[src/sysctl_pkg.sv]
// Operation
// - cache and predictor enable bits read zero
// - bit 10 ignores stack faults, banked
// - bit 8 ignores precise bus faults, shared
// - bit 4 enables divide by zero fault, banked
// - bit 3 enables misaligned access trap, banked
// - bit 1 lets unprivileged software pend irqs
// - priority fields hold 8 levels by default, 0 to 224 in steps of 32
// - priority registers take single byte accesses
// - priority fields banked per security state, except the single bus fault and secure fault fields
// - low priority bits read zero, ignore writes
// - memory fault priority in bits 7:0, banked
// - bus fault priority hidden from nonsecure unless targeted
// - usage fault priority in bits 23:16, banked
// - secure fault priority hidden from nonsecure state
// - supervisor call priority in bits 31:24, banked
// - third register holds pendable and tick priorities
package sysctl_pkg;

  localparam int ADDR_W = 8;
  localparam logic [7:0] OFS_CCR = 8'h00;
  localparam logic [7:0] OFS_PRIO_A = 8'h04;
  localparam logic [7:0] OFS_PRIO_SVC = 8'h08;
  localparam logic [7:0] OFS_PRIO_TICK = 8'h0C;

  localparam int BIT_BRANCH_PREDICT = 18;
  localparam int BIT_ICACHE = 17;
  localparam int BIT_DCACHE = 16;
  localparam int BIT_STACK_IGN = 10;
  localparam int BIT_RES1_HI = 9;
  localparam int BIT_BUS_FAULT_A_IGN = 8;
  localparam int BIT_ZERO_DIV = 4;
  localparam int BIT_MISALIGN = 3;
  localparam int BIT_UNPRIV_IRQ = 1;
  localparam int BIT_RES1_LO = 0;

  localparam int LANE_MEMFAULT = 0;
  localparam int LANE_BUS_FAULT_A = 1;
  localparam int LANE_USAGE_FAULT_B = 2;
  localparam int LANE_SECURE_FAULT_C = 3;
  localparam int LANE_SVC = 3;
  localparam int LANE_PENDABLE = 2;
  localparam int LANE_TICK = 3;

  localparam int PRIO_IMPL_BITS_DEF = 3;
  localparam logic [7:0] PRIO_RESET = 8'h00;
  localparam logic CFG_BIT_RESET = 1'b0;
  localparam logic [31:0] WORD_ZERO = 32'h0000_0000;

  typedef struct packed {
    logic [ADDR_W-1:0] addr;
    logic [31:0] wdata;
    logic [3:0] be;
    logic wr;
    logic rd;
    logic secure;
  } reg_req_t;

  typedef struct packed {
    logic stack_limit_neg_prio_ignore;
    logic zero_divide_trap_en;
    logic misalign_trap_en;
    logic unpriv_sw_irq_allow;
  } cfg_bank_t;

  typedef struct packed {
    logic [7:0] memfault_prio;
    logic [7:0] usage_fault_b_prio;
    logic [7:0] svc_prio;
    logic [7:0] pendable_service_prio;
    logic [7:0] tick_prio;
  } prio_set_t;

endpackage : sysctl_pkg

[src/sys_config_regs.sv]
`timescale 1ns/1ps
module sys_config_regs
  import sysctl_pkg::*;
#(
  parameter int IMPL_BITS = PRIO_IMPL_BITS_DEF
)
(
  input wire logic ref_clk,
  input wire logic resetn,
  input wire reg_req_t req,
  input wire logic nonsecure_fault_target,
  output logic [31:0] rdata,
  output cfg_bank_t cfg_s,
  output cfg_bank_t cfg_ns,
  output logic bus_fault_a_neg_prio_ignore,
  output prio_set_t prio_s,
  output prio_set_t prio_ns,
  output logic [7:0] bus_fault_a_prio,
  output logic [7:0] secure_fault_c_prio
);

  // byte lane write enable for one register offset
  function automatic logic lane_we(input reg_req_t r, input logic [7:0] ofs, input int lane);
    lane_we = r.wr && (r.addr == ofs) && r.be[lane];
  endfunction : lane_we

  // byte from the write word for one lane
  function automatic logic [7:0] lane_byte(input logic [31:0] w, input int lane);
    lane_byte = w[lane*8 +: 8];
  endfunction : lane_byte

  // configuration word as one security state sees it
  function automatic logic [31:0] ccr_word(input cfg_bank_t c, input logic bf_ign);
    logic [31:0] w;
    w = WORD_ZERO;
    w[BIT_BRANCH_PREDICT] = 1'b0;
    w[BIT_ICACHE] = 1'b0;
    w[BIT_DCACHE] = 1'b0;
    w[BIT_STACK_IGN] = c.stack_limit_neg_prio_ignore;
    w[BIT_RES1_HI] = 1'b1;
    w[BIT_BUS_FAULT_A_IGN] = bf_ign;
    w[BIT_ZERO_DIV] = c.zero_divide_trap_en;
    w[BIT_MISALIGN] = c.misalign_trap_en;
    w[BIT_UNPRIV_IRQ] = c.unpriv_sw_irq_allow;
    w[BIT_RES1_LO] = 1'b1;
    ccr_word = w;
  endfunction : ccr_word

  logic is_sec;
  logic bf_visible;
  logic ccr_we_lo;
  logic ccr_we_hi;
  logic bf_ign_r;
  logic [31:0] rdata_r;
  logic [31:0] rd_word;

  logic [7:0] mem_s;
  logic [7:0] mem_ns;
  logic [7:0] usage_s;
  logic [7:0] usage_ns;
  logic [7:0] svc_s;
  logic [7:0] svc_ns;
  logic [7:0] pend_s;
  logic [7:0] pend_ns;
  logic [7:0] tick_s;
  logic [7:0] tick_ns;
  logic [7:0] bus_q;
  logic [7:0] sec_q;

  assign is_sec = req.secure;
  // nonsecure side only reaches the bus fault field when faults target it
  assign bf_visible = is_sec || nonsecure_fault_target;

  assign ccr_we_lo = lane_we(req, OFS_CCR, 0);
  assign ccr_we_hi = lane_we(req, OFS_CCR, 1);

  // banked configuration bits: one copy per security state
  ccr_bank u_ccr_s
  (
    .ref_clk(ref_clk),
    .resetn(resetn),
    .we_lo(ccr_we_lo && is_sec),
    .we_hi(ccr_we_hi && is_sec),
    .wdata(req.wdata),
    .cfg(cfg_s)
  );

  ccr_bank u_ccr_ns
  (
    .ref_clk(ref_clk),
    .resetn(resetn),
    .we_lo(ccr_we_lo && !is_sec),
    .we_hi(ccr_we_hi && !is_sec),
    .wdata(req.wdata),
    .cfg(cfg_ns)
  );

  // shared between states: either state writes the one copy
  always_ff @(posedge ref_clk)
  begin
    if (!resetn)
      bf_ign_r <= CFG_BIT_RESET;
    else if (ccr_we_hi)
      bf_ign_r <= req.wdata[BIT_BUS_FAULT_A_IGN];
  end

  assign bus_fault_a_neg_prio_ignore = bf_ign_r;

  // memory management fault priority, banked
  prio_byte #(.IMPL_BITS(IMPL_BITS)) u_mem_s
  (
    .ref_clk(ref_clk),
    .resetn(resetn),
    .we(lane_we(req, OFS_PRIO_A, LANE_MEMFAULT) && is_sec),
    .wbyte(lane_byte(req.wdata, LANE_MEMFAULT)),
    .q(mem_s)
  );

  prio_byte #(.IMPL_BITS(IMPL_BITS)) u_mem_ns
  (
    .ref_clk(ref_clk),
    .resetn(resetn),
    .we(lane_we(req, OFS_PRIO_A, LANE_MEMFAULT) && !is_sec),
    .wbyte(lane_byte(req.wdata, LANE_MEMFAULT)),
    .q(mem_ns)
  );

  // bus fault priority: single copy, nonsecure access gated
  prio_byte #(.IMPL_BITS(IMPL_BITS)) u_bus
  (
    .ref_clk(ref_clk),
    .resetn(resetn),
    .we(lane_we(req, OFS_PRIO_A, LANE_BUS_FAULT_A) && bf_visible),
    .wbyte(lane_byte(req.wdata, LANE_BUS_FAULT_A)),
    .q(bus_q)
  );

  // usage fault priority, banked
  prio_byte #(.IMPL_BITS(IMPL_BITS)) u_usage_s
  (
    .ref_clk(ref_clk),
    .resetn(resetn),
    .we(lane_we(req, OFS_PRIO_A, LANE_USAGE_FAULT_B) && is_sec),
    .wbyte(lane_byte(req.wdata, LANE_USAGE_FAULT_B)),
    .q(usage_s)
  );

  prio_byte #(.IMPL_BITS(IMPL_BITS)) u_usage_ns
  (
    .ref_clk(ref_clk),
    .resetn(resetn),
    .we(lane_we(req, OFS_PRIO_A, LANE_USAGE_FAULT_B) && !is_sec),
    .wbyte(lane_byte(req.wdata, LANE_USAGE_FAULT_B)),
    .q(usage_ns)
  );

  // secure fault priority: only the secure state may touch it
  prio_byte #(.IMPL_BITS(IMPL_BITS)) u_secf
  (
    .ref_clk(ref_clk),
    .resetn(resetn),
    .we(lane_we(req, OFS_PRIO_A, LANE_SECURE_FAULT_C) && is_sec),
    .wbyte(lane_byte(req.wdata, LANE_SECURE_FAULT_C)),
    .q(sec_q)
  );

  // supervisor call priority, banked
  prio_byte #(.IMPL_BITS(IMPL_BITS)) u_svc_s
  (
    .ref_clk(ref_clk),
    .resetn(resetn),
    .we(lane_we(req, OFS_PRIO_SVC, LANE_SVC) && is_sec),
    .wbyte(lane_byte(req.wdata, LANE_SVC)),
    .q(svc_s)
  );

  prio_byte #(.IMPL_BITS(IMPL_BITS)) u_svc_ns
  (
    .ref_clk(ref_clk),
    .resetn(resetn),
    .we(lane_we(req, OFS_PRIO_SVC, LANE_SVC) && !is_sec),
    .wbyte(lane_byte(req.wdata, LANE_SVC)),
    .q(svc_ns)
  );

  // pendable service and tick priorities, banked
  prio_byte #(.IMPL_BITS(IMPL_BITS)) u_pend_s
  (
    .ref_clk(ref_clk),
    .resetn(resetn),
    .we(lane_we(req, OFS_PRIO_TICK, LANE_PENDABLE) && is_sec),
    .wbyte(lane_byte(req.wdata, LANE_PENDABLE)),
    .q(pend_s)
  );

  prio_byte #(.IMPL_BITS(IMPL_BITS)) u_pend_ns
  (
    .ref_clk(ref_clk),
    .resetn(resetn),
    .we(lane_we(req, OFS_PRIO_TICK, LANE_PENDABLE) && !is_sec),
    .wbyte(lane_byte(req.wdata, LANE_PENDABLE)),
    .q(pend_ns)
  );

  prio_byte #(.IMPL_BITS(IMPL_BITS)) u_tick_s
  (
    .ref_clk(ref_clk),
    .resetn(resetn),
    .we(lane_we(req, OFS_PRIO_TICK, LANE_TICK) && is_sec),
    .wbyte(lane_byte(req.wdata, LANE_TICK)),
    .q(tick_s)
  );

  prio_byte #(.IMPL_BITS(IMPL_BITS)) u_tick_ns
  (
    .ref_clk(ref_clk),
    .resetn(resetn),
    .we(lane_we(req, OFS_PRIO_TICK, LANE_TICK) && !is_sec),
    .wbyte(lane_byte(req.wdata, LANE_TICK)),
    .q(tick_ns)
  );

  assign prio_s = {mem_s, usage_s, svc_s, pend_s, tick_s};
  assign prio_ns = {mem_ns, usage_ns, svc_ns, pend_ns, tick_ns};
  assign bus_fault_a_prio = bus_q;
  assign secure_fault_c_prio = sec_q;

  // read word as seen by the accessing state; unmapped offsets read zero
  always_comb
  begin
    rd_word = WORD_ZERO;
    case (req.addr)
      OFS_CCR:
      begin
        if (is_sec)
          rd_word = ccr_word(cfg_s, bf_ign_r);
        else
          rd_word = ccr_word(cfg_ns, bf_ign_r);
      end
      OFS_PRIO_A:
      begin
        rd_word[LANE_MEMFAULT*8 +: 8] = is_sec ? mem_s : mem_ns;
        rd_word[LANE_BUS_FAULT_A*8 +: 8] = bf_visible ? bus_q : 8'h00;
        rd_word[LANE_USAGE_FAULT_B*8 +: 8] = is_sec ? usage_s : usage_ns;
        rd_word[LANE_SECURE_FAULT_C*8 +: 8] = is_sec ? sec_q : 8'h00;
      end
      OFS_PRIO_SVC:
      begin
        // lower three lanes are reserved and stay zero
        rd_word[LANE_SVC*8 +: 8] = is_sec ? svc_s : svc_ns;
      end
      OFS_PRIO_TICK:
      begin
        rd_word[LANE_PENDABLE*8 +: 8] = is_sec ? pend_s : pend_ns;
        rd_word[LANE_TICK*8 +: 8] = is_sec ? tick_s : tick_ns;
      end
      default:
      begin
        rd_word = WORD_ZERO;
      end
    endcase
  end

  // read data valid only in the cycle after the strobe, zero otherwise
  always_ff @(posedge ref_clk)
  begin
    if (!resetn)
      rdata_r <= WORD_ZERO;
    else if (req.rd)
      rdata_r <= rd_word;
    else
      rdata_r <= WORD_ZERO;
  end

  assign rdata = rdata_r;

endmodule : sys_config_regs

[src/prio_byte.sv]
`timescale 1ns/1ps
module prio_byte
  import sysctl_pkg::*;
#(
  parameter int IMPL_BITS = PRIO_IMPL_BITS_DEF
)
(
  input wire logic ref_clk,
  input wire logic resetn,
  input wire logic we,
  input wire logic [7:0] wbyte,
  output logic [7:0] q
);

  // storing all eight bits keeps the field byte aligned; unused bits are constant
  localparam logic [7:0] IMPL_MASK = 8'(16'h00FF << (8 - IMPL_BITS));

  logic [7:0] val_r;

  always_ff @(posedge ref_clk)
  begin
    if (!resetn)
      val_r <= PRIO_RESET;
    else if (we)
      val_r <= wbyte & IMPL_MASK;
  end

  assign q = val_r;

endmodule : prio_byte

[src/ccr_bank.sv]
`timescale 1ns/1ps
module ccr_bank
  import sysctl_pkg::*;
(
  input wire logic ref_clk,
  input wire logic resetn,
  input wire logic we_lo,
  input wire logic we_hi,
  input wire logic [31:0] wdata,
  output cfg_bank_t cfg
);

  // one variable per bit so each always_ff owns what it writes
  logic stack_ign_r;
  logic zero_div_r;
  logic misalign_r;
  logic unpriv_irq_r;

  always_ff @(posedge ref_clk)
  begin
    if (!resetn)
      stack_ign_r <= CFG_BIT_RESET;
    else if (we_hi)
      stack_ign_r <= wdata[BIT_STACK_IGN];
  end

  always_ff @(posedge ref_clk)
  begin
    if (!resetn)
    begin
      zero_div_r <= CFG_BIT_RESET;
      misalign_r <= CFG_BIT_RESET;
      unpriv_irq_r <= CFG_BIT_RESET;
    end
    else if (we_lo)
    begin
      zero_div_r <= wdata[BIT_ZERO_DIV];
      misalign_r <= wdata[BIT_MISALIGN];
      unpriv_irq_r <= wdata[BIT_UNPRIV_IRQ];
    end
  end

  assign cfg = {stack_ign_r, zero_div_r, misalign_r, unpriv_irq_r};

endmodule : ccr_bank

[config.mk]
export PLATFORM = sky130hd
export DESIGN_NAME = sys_config_regs
export DESIGN_NICKNAME = d
export VERILOG_FILES = /design/src/sysctl_pkg.sv /design/src/sys_config_regs.sv /design/src/prio_byte.sv /design/src/ccr_bank.sv
export SDC_FILE = /design/constraint.sdc
export NUM_CORES = 1
export LEC_CHECK = 0
export BUFFER_PORTS_ARGS = -buffer_cell sky130_fd_sc_hd__buf_2
export CELL_PAD_IN_SITES_DETAIL_PLACEMENT = 0
export CELL_PAD_IN_SITES_GLOBAL_PLACEMENT = 1
export CORE_UTILIZATION = 31
export DETAILED_ROUTE_END_ITERATION = 6
export GPL_TIMING_DRIVEN = 0
export PLACE_DENSITY_LB_ADDON = 0.12
export SETUP_SLACK_MARGIN = 0.3
export SYNTH_ARGS = -nofsm -noshare
export SYNTH_HDL_FRONTEND = slang
export SYNTH_HIERARCHICAL = 1
export SYNTH_SLANG_ARGS = --single-unit
export TNS_END_PERCENT = 5
[constraint.sdc]
create_clock -name ref_clk -period 2.1 [get_ports ref_clk]
set_input_delay 0.42 -clock ref_clk [delete_from_list [all_inputs] [get_ports ref_clk]]
set_output_delay 0.42 -clock ref_clk [all_outputs]
set_load 0.005 [all_outputs]
==> qor.yml, run 1 <==
logic_synthesis:
  synth.distinct_cells: 30
  synth_area_mm2: 0.00392
  avgSynthCellArea_um2: 9.93
  synth_compound_area_frac: 0.0415
  ys_seq_area_frac: 0.393
  synth_top_family_by_area: "multiplexers"
  yosys_most_used_dff: "dfxtp_1"
  synth_edf_count: 0
  synth-xor-area-share: 0
  synth-simple-area-share: 0.175
  synthCells: 395
  yosys_register_bits: 77
  synth.mux.area_fraction: 0.230
  synth-adder-area-share: 0
  yosysWarnings: 6
  async_flop_share: 0
clock_network:
  path_clk_slew_ps: 60
  cts.sinks: 77
  clockBufferDepth: 2
  root_buffer: "clkbuf_16"
  cts_hold_buf: 0
  cts_max_level: 3
  insertion_delay_ps: 340
  cts_tree: "built"
  cts_buffers: 9
pwr:
  powerDensity_mw_per_mm2: 637
  clock_power_share: 0.467
  internal-power_mw: 2.63
  p_leak_nw: 2.40
  p_sw_frac: 0.224
  power_mw: 3.39
  comb_power_share: 0.102
  p_sw_uw: 759
  seqPwrFrac: 0.431
  ir_drop_mv: 0.360
die:
  die_y_um: 115
  start_util: 0.323
  ios: 187
  core_mm2: 0.0122
  chipWidth_um: 115
  num_rows: 40
  die_area_mm2: 0.0131
timing:
  period_minus_slack_ps: 1770
  fin_crit_sh: 0.844
  final-hold-violation-count: 0
  finalSetupViolations: 0
  setup_ws_ps: 328
  maxSlewViolCount: 0
  fmax_mhz: 564
  tightestPinTransition_ps: 678
  rsz0062_at_grt: "true"
  skew_ps: 3.39
  relSlewSlack: 0.548
  setup_tns_ps: 0
layout:
  drive_gt1_frac: 0.412
  largest_reg_flops: 32
  final_nets: 617
  n_antenna_cell: 0
  final_cell_area_mm2: 0.00532
  multi_input_area_mm2: 0.00209
  seqCellArea_mm2: 0.00154
  fillCellCount: 1233
  fin_cells: 738
  area_growth_pct: 35.7
worst_setup_path:
  worstPathArrival_ps: 2010
  crit_type: "in -> reg"
  worstPathMaxFanout: 7
  crit_required_ps: 2330
  r2r_slack_ps: 990
  critPathCaptureType: "flop"
  cp-start-kind: "input pin"
  ff2ff_path_depth: 3
placed_design:
  dpl.hpwl_um: 8340
  placed_area_mm2: 0.00491
  dp_slack_ps: -472
  port_buffers: 110
  place.gp.congestion: 0.713
  dp_cells: 721
detailed_routing:
  routed_wl_um: 11100
  drtPass1Iterations: 4
  drc: 0
  wl_per_cell_um: 15.1
  antenna_left: 0
  num_vias: 3172
  first_iter_violations: 84
  drt-vias-per-instance: 4.30
job:
  timing.max_cap.violations: 0
hold_path:
  holdPathStages: 3
  min_path_type: "in -> reg"
global_routing:
  antenna_found_initial: 0
  grt_pass1_vias: 3072
  overflow: 0
  grt_pass1_wl_um: 17100
  grt_max_degree: 47
  track_usage: 0.175
outcome:
  status: "complete, no violations"
[per-layer routing]
layer	vias to the layer above	part of all wire	track usage
li1	1594	-	-
met1	1457	0.45	0.229
met2	110	0.46	0.273
met3	11	0.070	0.0424
met4	0	0.018	0.0779
met5	-	0	0
[cell type report]
class,count,share of cell area
Multi-Input combinational cell,281,0.393
Sequential cell,77,0.290
Buffer,83,0.112
Timing Repair Buffer,113,0.108
Clock buffer,13,0.0508
Tap cell,168,0.0395
Clock inverter,1,0.00564
Inverter,2,0.00141
[through the flow]
step / util / hold slack (ps)
after floorplan: - / 479
after global placement: 0.404 / 474
after detailed placement: 0.404 / 482
after CTS: 0.434 / 334
after global routing: 0.438 / 365
final: 0.438 / 347
[cell families (layout without fill, tap and decap cells)]
family          count (synthesis)  count (layout)
mux                            80              80
flops                          77              77
other cells                    12              60
compound gates                 28              28
simple gates                  113             113
buf+inv                        85             212
[cell usage in the layout (no fill, tap or decap), drive strengths merged, types with 2 or more instances in the layout]
| master | synthesis | routed |
|---|---|---|
| dfxtp | 77 | 77 |
| inv | 2 | 2 |
| o21ai | 5 | 5 |
| nand4 | 21 | 21 |
| mux2i | 72 | 72 |
| and2 | 3 | 3 |
| nand2 | 6 | 6 |
| nor3b | 5 | 5 |
| nor3 | 6 | 6 |
| nor4 | 3 | 3 |
| a21oi | 8 | 8 |
| nor2b | 46 | 46 |
| buf | 77 | 189 |
| nor2 | 14 | 14 |
| mux4 | 8 | 8 |
| o22ai | 13 | 13 |
| conb | 12 | 60 |
| clkbuf | 6 | 20 |
| nand3 | 4 | 4 |
[cells in the mapped netlist (2+ instances only)]
library cell / n / share of area
nor3_1: 6 / 0.0077
mux4_2: 8 / 0.046
inv_1: 2 / 0.0019
o21ai_0: 5 / 0.0064
mux2i_1: 72 / 0.18
nand3_1: 4 / 0.0051
nand4_1: 20 / 0.032
o22ai_1: 13 / 0.021
conb_1: 12 / 0.011
clkbuf_1: 6 / 0.0057
nand2_1: 6 / 0.0057
and2_1: 3 / 0.0048
a21oi_1: 8 / 0.010
nor4_1: 2 / 0.0032
buf_2: 8 / 0.010
dfxtp_1: 77 / 0.39
nor2b_1: 46 / 0.073
nor2_1: 14 / 0.013
buf_4: 69 / 0.13
nor3b_1: 4 / 0.0077
[final timing paths]
check / startpoint / end
worst max register to register: u_tick_s/q[5] / rdata[29]
worst min register to register: u_bus/q[6] / rdata[14]
worst min-delay path: req[15] / bus_fault_a_neg_prio_ignore
worst max-delay path: req[44] / u_usage_ns/q[5]
[power by group through the flow]
| stage | Combinational [mW] | Sequential, mW | Clock, mW |
|---|---|---|---|
| 5_1_grt | 0.381 | 1.46 | 1.68 |
| 3_3_place_gp | 0.317 | 1.49 | 0 |
| 4_1_cts | 0.329 | 1.46 | 1.64 |
| 2_1_floorplan | 0.233 | 1.49 | 0 |
| 3_5_place_dp | 0.320 | 1.49 | 0 |
| 6_report | 0.345 | 1.46 | 1.58 |
[worst max-delay path, cell delays in order]
cell and delay [ps]:
buf_2 120, nor4_4 260, buf_4 200, nand3_1 230
nor3_2 480, mux2i_1 250, nor2b_1 60
[timing repair]
action | in CTS | in global routing
pin swaps | 1 | 2
buffers inserted | 2 | 1
gates resized for setup | 13 | 10
endpoints found under the setup margin | 49 | 53
No activity file was read; power rests on OpenSTA's default activity.
==> run 2: changes to the inputs <==
- ABC_AREA: not set -> 1
- CORE_UTILIZATION: 31 -> 32
- clock period: 2.1 -> 1.7 ns (I/O delays scaled with it)
==> run 2 against run 1 <==
  * Final area increased by 7.6%
  * Register-to-register slack got worse by 170 ps
  * Via count grew 33%
  * Clock power increased by 12%
  * First-iteration DRC count rose to 2.5 times the previous value
  * Count of clock-buffer cells in the layout is 1 lower
  * Largest cell class unchanged
  * Sequential cell count unchanged
  * Sequential share of layout area is 2.1 points lower
  * Highest routed layer unchanged
  * Clock skew increased by 0.71 ps
==> qor.yml, run 2 <==
worst_setup_path:
  ff2ff_path_depth: 6  # +3
  crit_type: "in -> reg"
  cp-start-kind: "input pin"
  crit_required_ps: 1930  # -400 ps
  worstSetupStartpoint: "req[0]"
  regToRegStartpoint: "u_svc_s/q[5]"
  cp_cell_sequence: "clkbuf_2, inv_2, buf_6, buf_4, nor4_4, nand2_1, nand2_1, nor2_1"
  cpPeakStageDelay_ps: 420  # -60 ps
  worstPathMaxFanout: 10  # +3
  slowest_stage: "nor4_4"
  critPathCaptureType: "flop"
  worstPathArrival_ps: 1590  # -420 ps
  reg2reg_to: "rdata[29]"
  r2r_slack_ps: 820  # -170 ps
  crit_end: "u_pend_s/q[5]"
  cp_common_cell: "nand2_1"
clock_network:
  root_buffer: "clkbuf_16"
  cts_hold_buf: 0  # unchanged
  cts_max_level: 3  # unchanged
  cts_buffers: 9  # unchanged
  insertion_delay_ps: 340  # about the same
  cts.sinks: 77  # unchanged
  clockBufferDepth: 2  # unchanged
  path_clk_slew_ps: 60  # about the same
  cts_tree: "built"
detailed_routing:
  first_iter_violations: 214  # +150%
  wl_per_cell_um: 12.4  # -18%
  top_layer: "met4"
  routed_wl_um: 12900  # +16%
  met3_length_um: 1210  # +56%
  wl_met2_um: 5890  # +15%
  drc: 0  # unchanged
  num_vias: 4232  # +33%
  drtPass1Iterations: 4  # unchanged
  wl_met1_um: 5700  # +13%
  drt-vias-per-instance: 4.07  # -5.2%
  antenna_left: 0  # unchanged
logic_synthesis:
  ys_seq_area_frac: 0.362  # -0.0310
  yosysWarnings: 6  # unchanged
  synth_edf_count: 0  # unchanged
  synth_top_area_share: 0.362  # -0.0310
  synth_top_area_cell: "dfxtp_1"
  async_flop_share: 0  # unchanged
  yosys_most_used_dff: "dfxtp_1"
  synth.area.top_cells: "dfxtp_1 (36%), nand2_1 (24%), buf_4 (12%), nor2_1 (10%), inv_1 (5.6%)"
  synth_area_mm2: 0.00426  # +8.6%
  yosys_register_bits: 77  # unchanged
  synth_common_cells: "nand2_1 (269), nor2_1 (114), dfxtp_1 (77)"
  synth.most_common_cell: "nand2_1"
  synth.distinct_cells: 21  # -30%
  synthCells: 693  # +75%
  avgSynthCellArea_um2: 6.15  # -38%
pwr:
  powerDensity_mw_per_mm2: 708  # +11%
  power_mw: 4.06  # +20%
  p_leak_nw: 3.28  # +37%
  ir_drop_mv: 0.414  # +15%
layout:
  n_antenna_cell: 0  # unchanged
  final_common_cell: "nand2_1"
  area_growth_pct: 34.5
  fillCellCount: 1396  # +13%
  mostFrequentLayoutCells: "nand2_1 (266), buf_2 (109), nor2_1 (99), dfxtp_1 (77), buf_4 (73)"
  seqCellArea_mm2: 0.00154  # unchanged
  utilization: 0.447  # +0.00908
  drive_gt1_frac: 0.279  # -0.133
  multi_input_area_mm2: 0.00224  # +7.2%
  final_nets: 914  # +48%
  largest_reg_flops: 32  # unchanged
hold_path:
  min_path_type: "in -> reg"
placed_design:
  dpl.hpwl_um: 9790  # +17%
  place.gp.congestion: 0.769  # +7.9%
  port_buffers: 108  # -1.8%
timing:
  skew_ps: 4.10  # +0.711 ps
  finalSetupViolations: 0  # unchanged
  tightestPinTransition_ps: 553  # -125 ps
  maxSlewViolCount: 0  # unchanged
  fin_crit_sh: 0.799
  period_minus_slack_ps: 1360
  fmax_mhz: 737
  relSlewSlack: 0.631  # +0.0831
  final-hold-violation-count: 0  # unchanged
  rsz0062_at_grt: "true"
die:
  core_mm2: 0.0128  # +5.5%
  die_area_mm2: 0.0138  # +5.1%
  num_rows: 41  # +2.5%
  chipWidth_um: 117  # +2.5%
  ios: 187  # unchanged
  start_util: 0.332  # +0.00956
  die_y_um: 117  # +2.5%
outcome:
  status: "complete, no violations"
job:
  timing.max_cap.violations: 0  # unchanged
global_routing:
  grt_pass1_vias: 3851  # +25%
  track_usage: 0.192  # +0.0172
  antenna_found_initial: 0  # unchanged
  grt_pass1_wl_um: 20400  # +19%
  grt_max_degree: 47  # unchanged
  overflow: 0  # unchanged
-- run 2: cell count changes after synthesis, sizes merged, moves of 8 or more --
cell   previous run  this run
mux2i            72         0
nor2b            46         0
nand4            21         1
o22ai            13         0
nand2             6       270
mux4              8         0
nand3             4        40
nor2             14       121
a21oi             8        16
inv               2        65
-- run 2: layout make-up --
| cell class | instances | area share |
|---|---|---|
| Tap cell | 172 | 0.0376 |
| Sequential cell | 77 | 0.269 |
| Clock inverter | 2 | 0.00175 |
| Timing Repair Buffer | 112 | 0.101 |
| Multi-Input combinational cell | 513 | 0.391 |
| Buffer | 86 | 0.113 |
| Clock buffer | 12 | 0.0448 |
| Inverter | 65 | 0.0426 |
-- run 2: what timing repair did --
action | in CTS | in global routing
gates cloned | 0 | 0
buffers inserted | 0 | 4
setup endpoints to repair | 55 | 49
resized for setup | 11 | 21
pin swaps | 2 | 4
-- run 2: critical path, delay by kind of cell --
family | cells | cell delay [ps]
AND/OR/NAND/NOR | 4 | 640
buffers and inverters | 4 | 600
-- run 2: worst min path at each step --
stage,startpoint,end,slack [ps],cells after the start
after floorplan,u_ccr_ns/misalign_r,u_ccr_ns/misalign_r,450,2
after global placement,u_bus/q[6],rdata[14],450,2
after detailed placement,u_bus/q[5],rdata[13],450,2
after CTS,req[15],bus_fault_a_neg_prio_ignore,220,3
after global routing,req[15],bus_fault_a_neg_prio_ignore,270,3
final,req[15],bus_fault_a_neg_prio_ignore,230,3
-- run 2: metrics by stage --
stage                     TNS [ps]  std cells  hold WS [ps]  worst slack [ps]  cell area, µm²
after CTS                        0       1035           219               247            5620
after detailed placement    -17000       1021           453              -741            5320
after global routing             0       1039           265               224            5730
after global placement      -16170       1021           451              -720            5320
final                            0       1039           231               343            5730
after floorplan                  0        741           450               218            4570
-- run 2: cells by family (layout without fill, tap and decap cells) --
family / count (synthesis) / count (layout) / share of synthesized area
AO/OA/AOI/OAI: 17 / 17 / 0.0200
buffers and inverters: 151 / 277 / 0.199
flip-flops: 77 / 77 / 0.362
other: 12 / 60 / 0.0106
AND/OR/NAND/NOR: 436 / 436 / 0.409
-- run 2: power breakdown --
group / internal, mW / switching, mW / total, mW
clock: 1.05 / 0.726 / 1.77
combinational: 0.193 / 0.284 / 0.477
sequential: 1.81 / 0.000622 / 1.81
-- run 2: layer usage --
metal  vias up  track usage
li1       2285            -
met1      1806        0.234
met2       134        0.315
met3         7       0.0759
met4         0       0.0487
met5         -            0
==> run 3: changes to the inputs <==
- CORE_UTILIZATION: 32 -> 29
- clock period: 1.7 -> 1.1 ns (I/O delays scaled with it)
==> run 3 against run 2 <==
  * The run now ends with setup timing left
  * Sequential share of layout area decreased by 1.9 points
  * Critical path type unchanged
  * Die area increased by 10%
  * Setup slack got worse by 440 ps
  * Clock skew increased by 5.2 ps
  * Routed wire length increased by 11%
  * Non-clock buffer count increased by 20
  * First-iteration DRC count decreased by 19%
  * Hold slack got worse by 120 ps
  * Utilization increased by 0.54 points
  * Register-to-register slack got worse by 540 ps
  * Total power increased by 71%
  * Global-route usage decreased by 0.43 points
  * Critical endpoint is now u_pend_s/q[7]
==> qor.yml, run 3 (synthesis gave the netlist of run 2 again) <==
timing:
  setup_ws_ps: -98.6  # -441 ps
  fin_crit_sh: 1.09
  maxSlewViolCount: 0  # unchanged
  rsz0062_at_grt: "true"
  period_minus_slack_ps: 1200
  final-hold-violation-count: 0  # unchanged
  tightestPinTransition_ps: 554  # +0.664 ps
  fmax_mhz: 834
  skew_ps: 9.30  # +5.20 ps
  finalSetupViolations: 25  # +25
  relSlewSlack: 0.631  # about the same
job:
  timing.max_cap.violations: 0  # unchanged
global_routing:
  antenna_found_initial: 0  # unchanged
  grt_pass1_vias: 4054  # +5.3%
  grt_pass1_wl_um: 21100  # +3.4%
  overflow: 0  # unchanged
  grt_max_degree: 47  # unchanged
  track_usage: 0.188  # -0.00425
clock_network:
  insertion_delay_ps: 350  # about the same
  cts_buffers: 9  # unchanged
  path_clk_slew_ps: 60  # about the same
  cts_hold_buf: 0  # unchanged
  root_buffer: "clkbuf_16"
  cts.sinks: 77  # unchanged
  cts_max_level: 3  # unchanged
  cts_tree: "built"
  clockBufferDepth: 2  # unchanged
detailed_routing:
  first_iter_violations: 173  # -19%
  drc: 0  # unchanged
  wl_per_cell_um: 13.4  # +7.6%
  routed_wl_um: 14300  # +11%
  num_vias: 4472  # +5.7%
  antenna_left: 0  # unchanged
  drt-vias-per-instance: 4.18  # +2.7%
  drtPass1Iterations: 4  # unchanged
layout:
  n_antenna_cell: 0  # unchanged
  final_nets: 934  # +2.2%
  mostFrequentLayoutCells: "nand2_1 (257), nor2_1 (99), buf_2 (84), buf_4 (82), inv_1 (61)"
  largest_reg_flops: 32  # unchanged
  final_common_cell: "nand2_1"
  fin_cells: 1069  # +2.9%
  drive_gt1_frac: 0.359  # +0.0797
  area_growth_pct: 49.6
  final_cell_area_mm2: 0.00637  # +11%
worst_setup_path:
  worstPathArrival_ps: 1440  # -150 ps
  ff2ff_path_depth: 6  # unchanged
  worstPathMaxFanout: 6  # -4
  crit_end: "u_pend_s/q[7]"
  reg2reg_to: "rdata[31]"
  crit_required_ps: 1340  # -590 ps
  r2r_slack_ps: 280  # -540 ps
  cp-start-kind: "input pin"
  worstSetupStartpoint: "req[39]"
  regToRegStartpoint: "u_tick_s/q[7]"
  crit_type: "in -> reg"
  critPathCaptureType: "flop"
outcome:
  status: "finished, violations left"
  violations: "setup timing"
pwr:
  ir_drop_mv: 0.719  # +73%
  powerDensity_mw_per_mm2: 1090  # +53%
  p_leak_nw: 3.51  # +6.9%
die:
  die_area_mm2: 0.0152  # +10%
  core_mm2: 0.0141  # +9.9%
  ios: 187  # unchanged
  die_y_um: 123  # +5.0%
  chipWidth_um: 123  # +5.0%
  start_util: 0.302  # -0.0300
  num_rows: 43  # +4.9%
hold_path:
  min_path_type: "in -> reg"
placed_design:
  place.gp.congestion: 0.761  # -1.1%
  dp_cells: 1029  # +0.78%
  dpl.hpwl_um: 10300  # +5.0%
  placed_area_mm2: 0.00533  # +0.19%
  port_buffers: 108  # unchanged
run 3: cell count changes in the layout (fill, tap and decap cells not counted), sizes merged:
cell / previous run / this run
buf: 188 / 211
bufinv: 0 / 2
clkbuf: 22 / 17
clkinv: 2 / 3
clkinvlp: 0 / 2
inv: 65 / 64
run 3: cell type report:
class / instances / area, µm²
plain buffers: 86 / 706
clock buffers: 10 / 239
clock inverters: 6 / 86.3
fillers: 1486 / 7720
inverters: 65 / 263
multi-input cells: 513 / 2310
flip-flops and latches: 77 / 1600
well taps: 180 / 225
repair buffers: 132 / 951
run 3: metal layers:
layer  part of all wire  global-route usage
met1               0.44               0.230
met2               0.47               0.311
met3              0.088              0.0646
met4             0.0078              0.0550
met5                  0                   0
run 3: what timing repair did:
action                                  CTS  global route
pin swaps                                19            18
setup buffers                             7            17
gates resized for setup                  87            59
endpoints found under the setup margin  141           141
run 3: worst min-delay path by stage:
stage                    start                           to  cells past startpoint
floorplan               resetn               u_usage_s/q[5]                      2
global placement    u_bus/q[6]                    rdata[14]                      2
detailed placement  u_bus/q[5]                    rdata[13]                      2
CTS                    req[15]  bus_fault_a_neg_prio_ignore                      3
global route           req[15]  bus_fault_a_neg_prio_ignore                      3
finish                 req[15]  bus_fault_a_neg_prio_ignore                      3
run 3: where the power goes:
part	total, mW	internal [mW]	switching (mW)
clock network	3.32	2.05	1.28
registers	2.79	2.79	0.00111
logic	0.816	0.347	0.470
total	6.93	5.18	1.75
run 3: worst max-delay path, stage by stage:
cell and delay [ps]:
buf_8 100, nor2_4 150, nand2_2 90, nor2_4 200, nand2_8 90, nor4_4 290, buf_6 160, nand2_1 50
nand2_1 50, nor2_1 40
run 3: through the flow:
stage                     hold slack [ps]  TNS (ps)  total power [mW]  utilization  setup WS (ps)
after global placement                445    -47000              3.53        0.378          -1260
after CTS                             105      -582              6.94        0.423          -54.1
after floorplan                       334     -9740              3.35            -           -262
after detailed placement              458    -48880              3.54        0.378          -1280
final                                 111     -1170              6.93        0.452          -98.6
after global routing                  107     -4100              7.22        0.452           -176
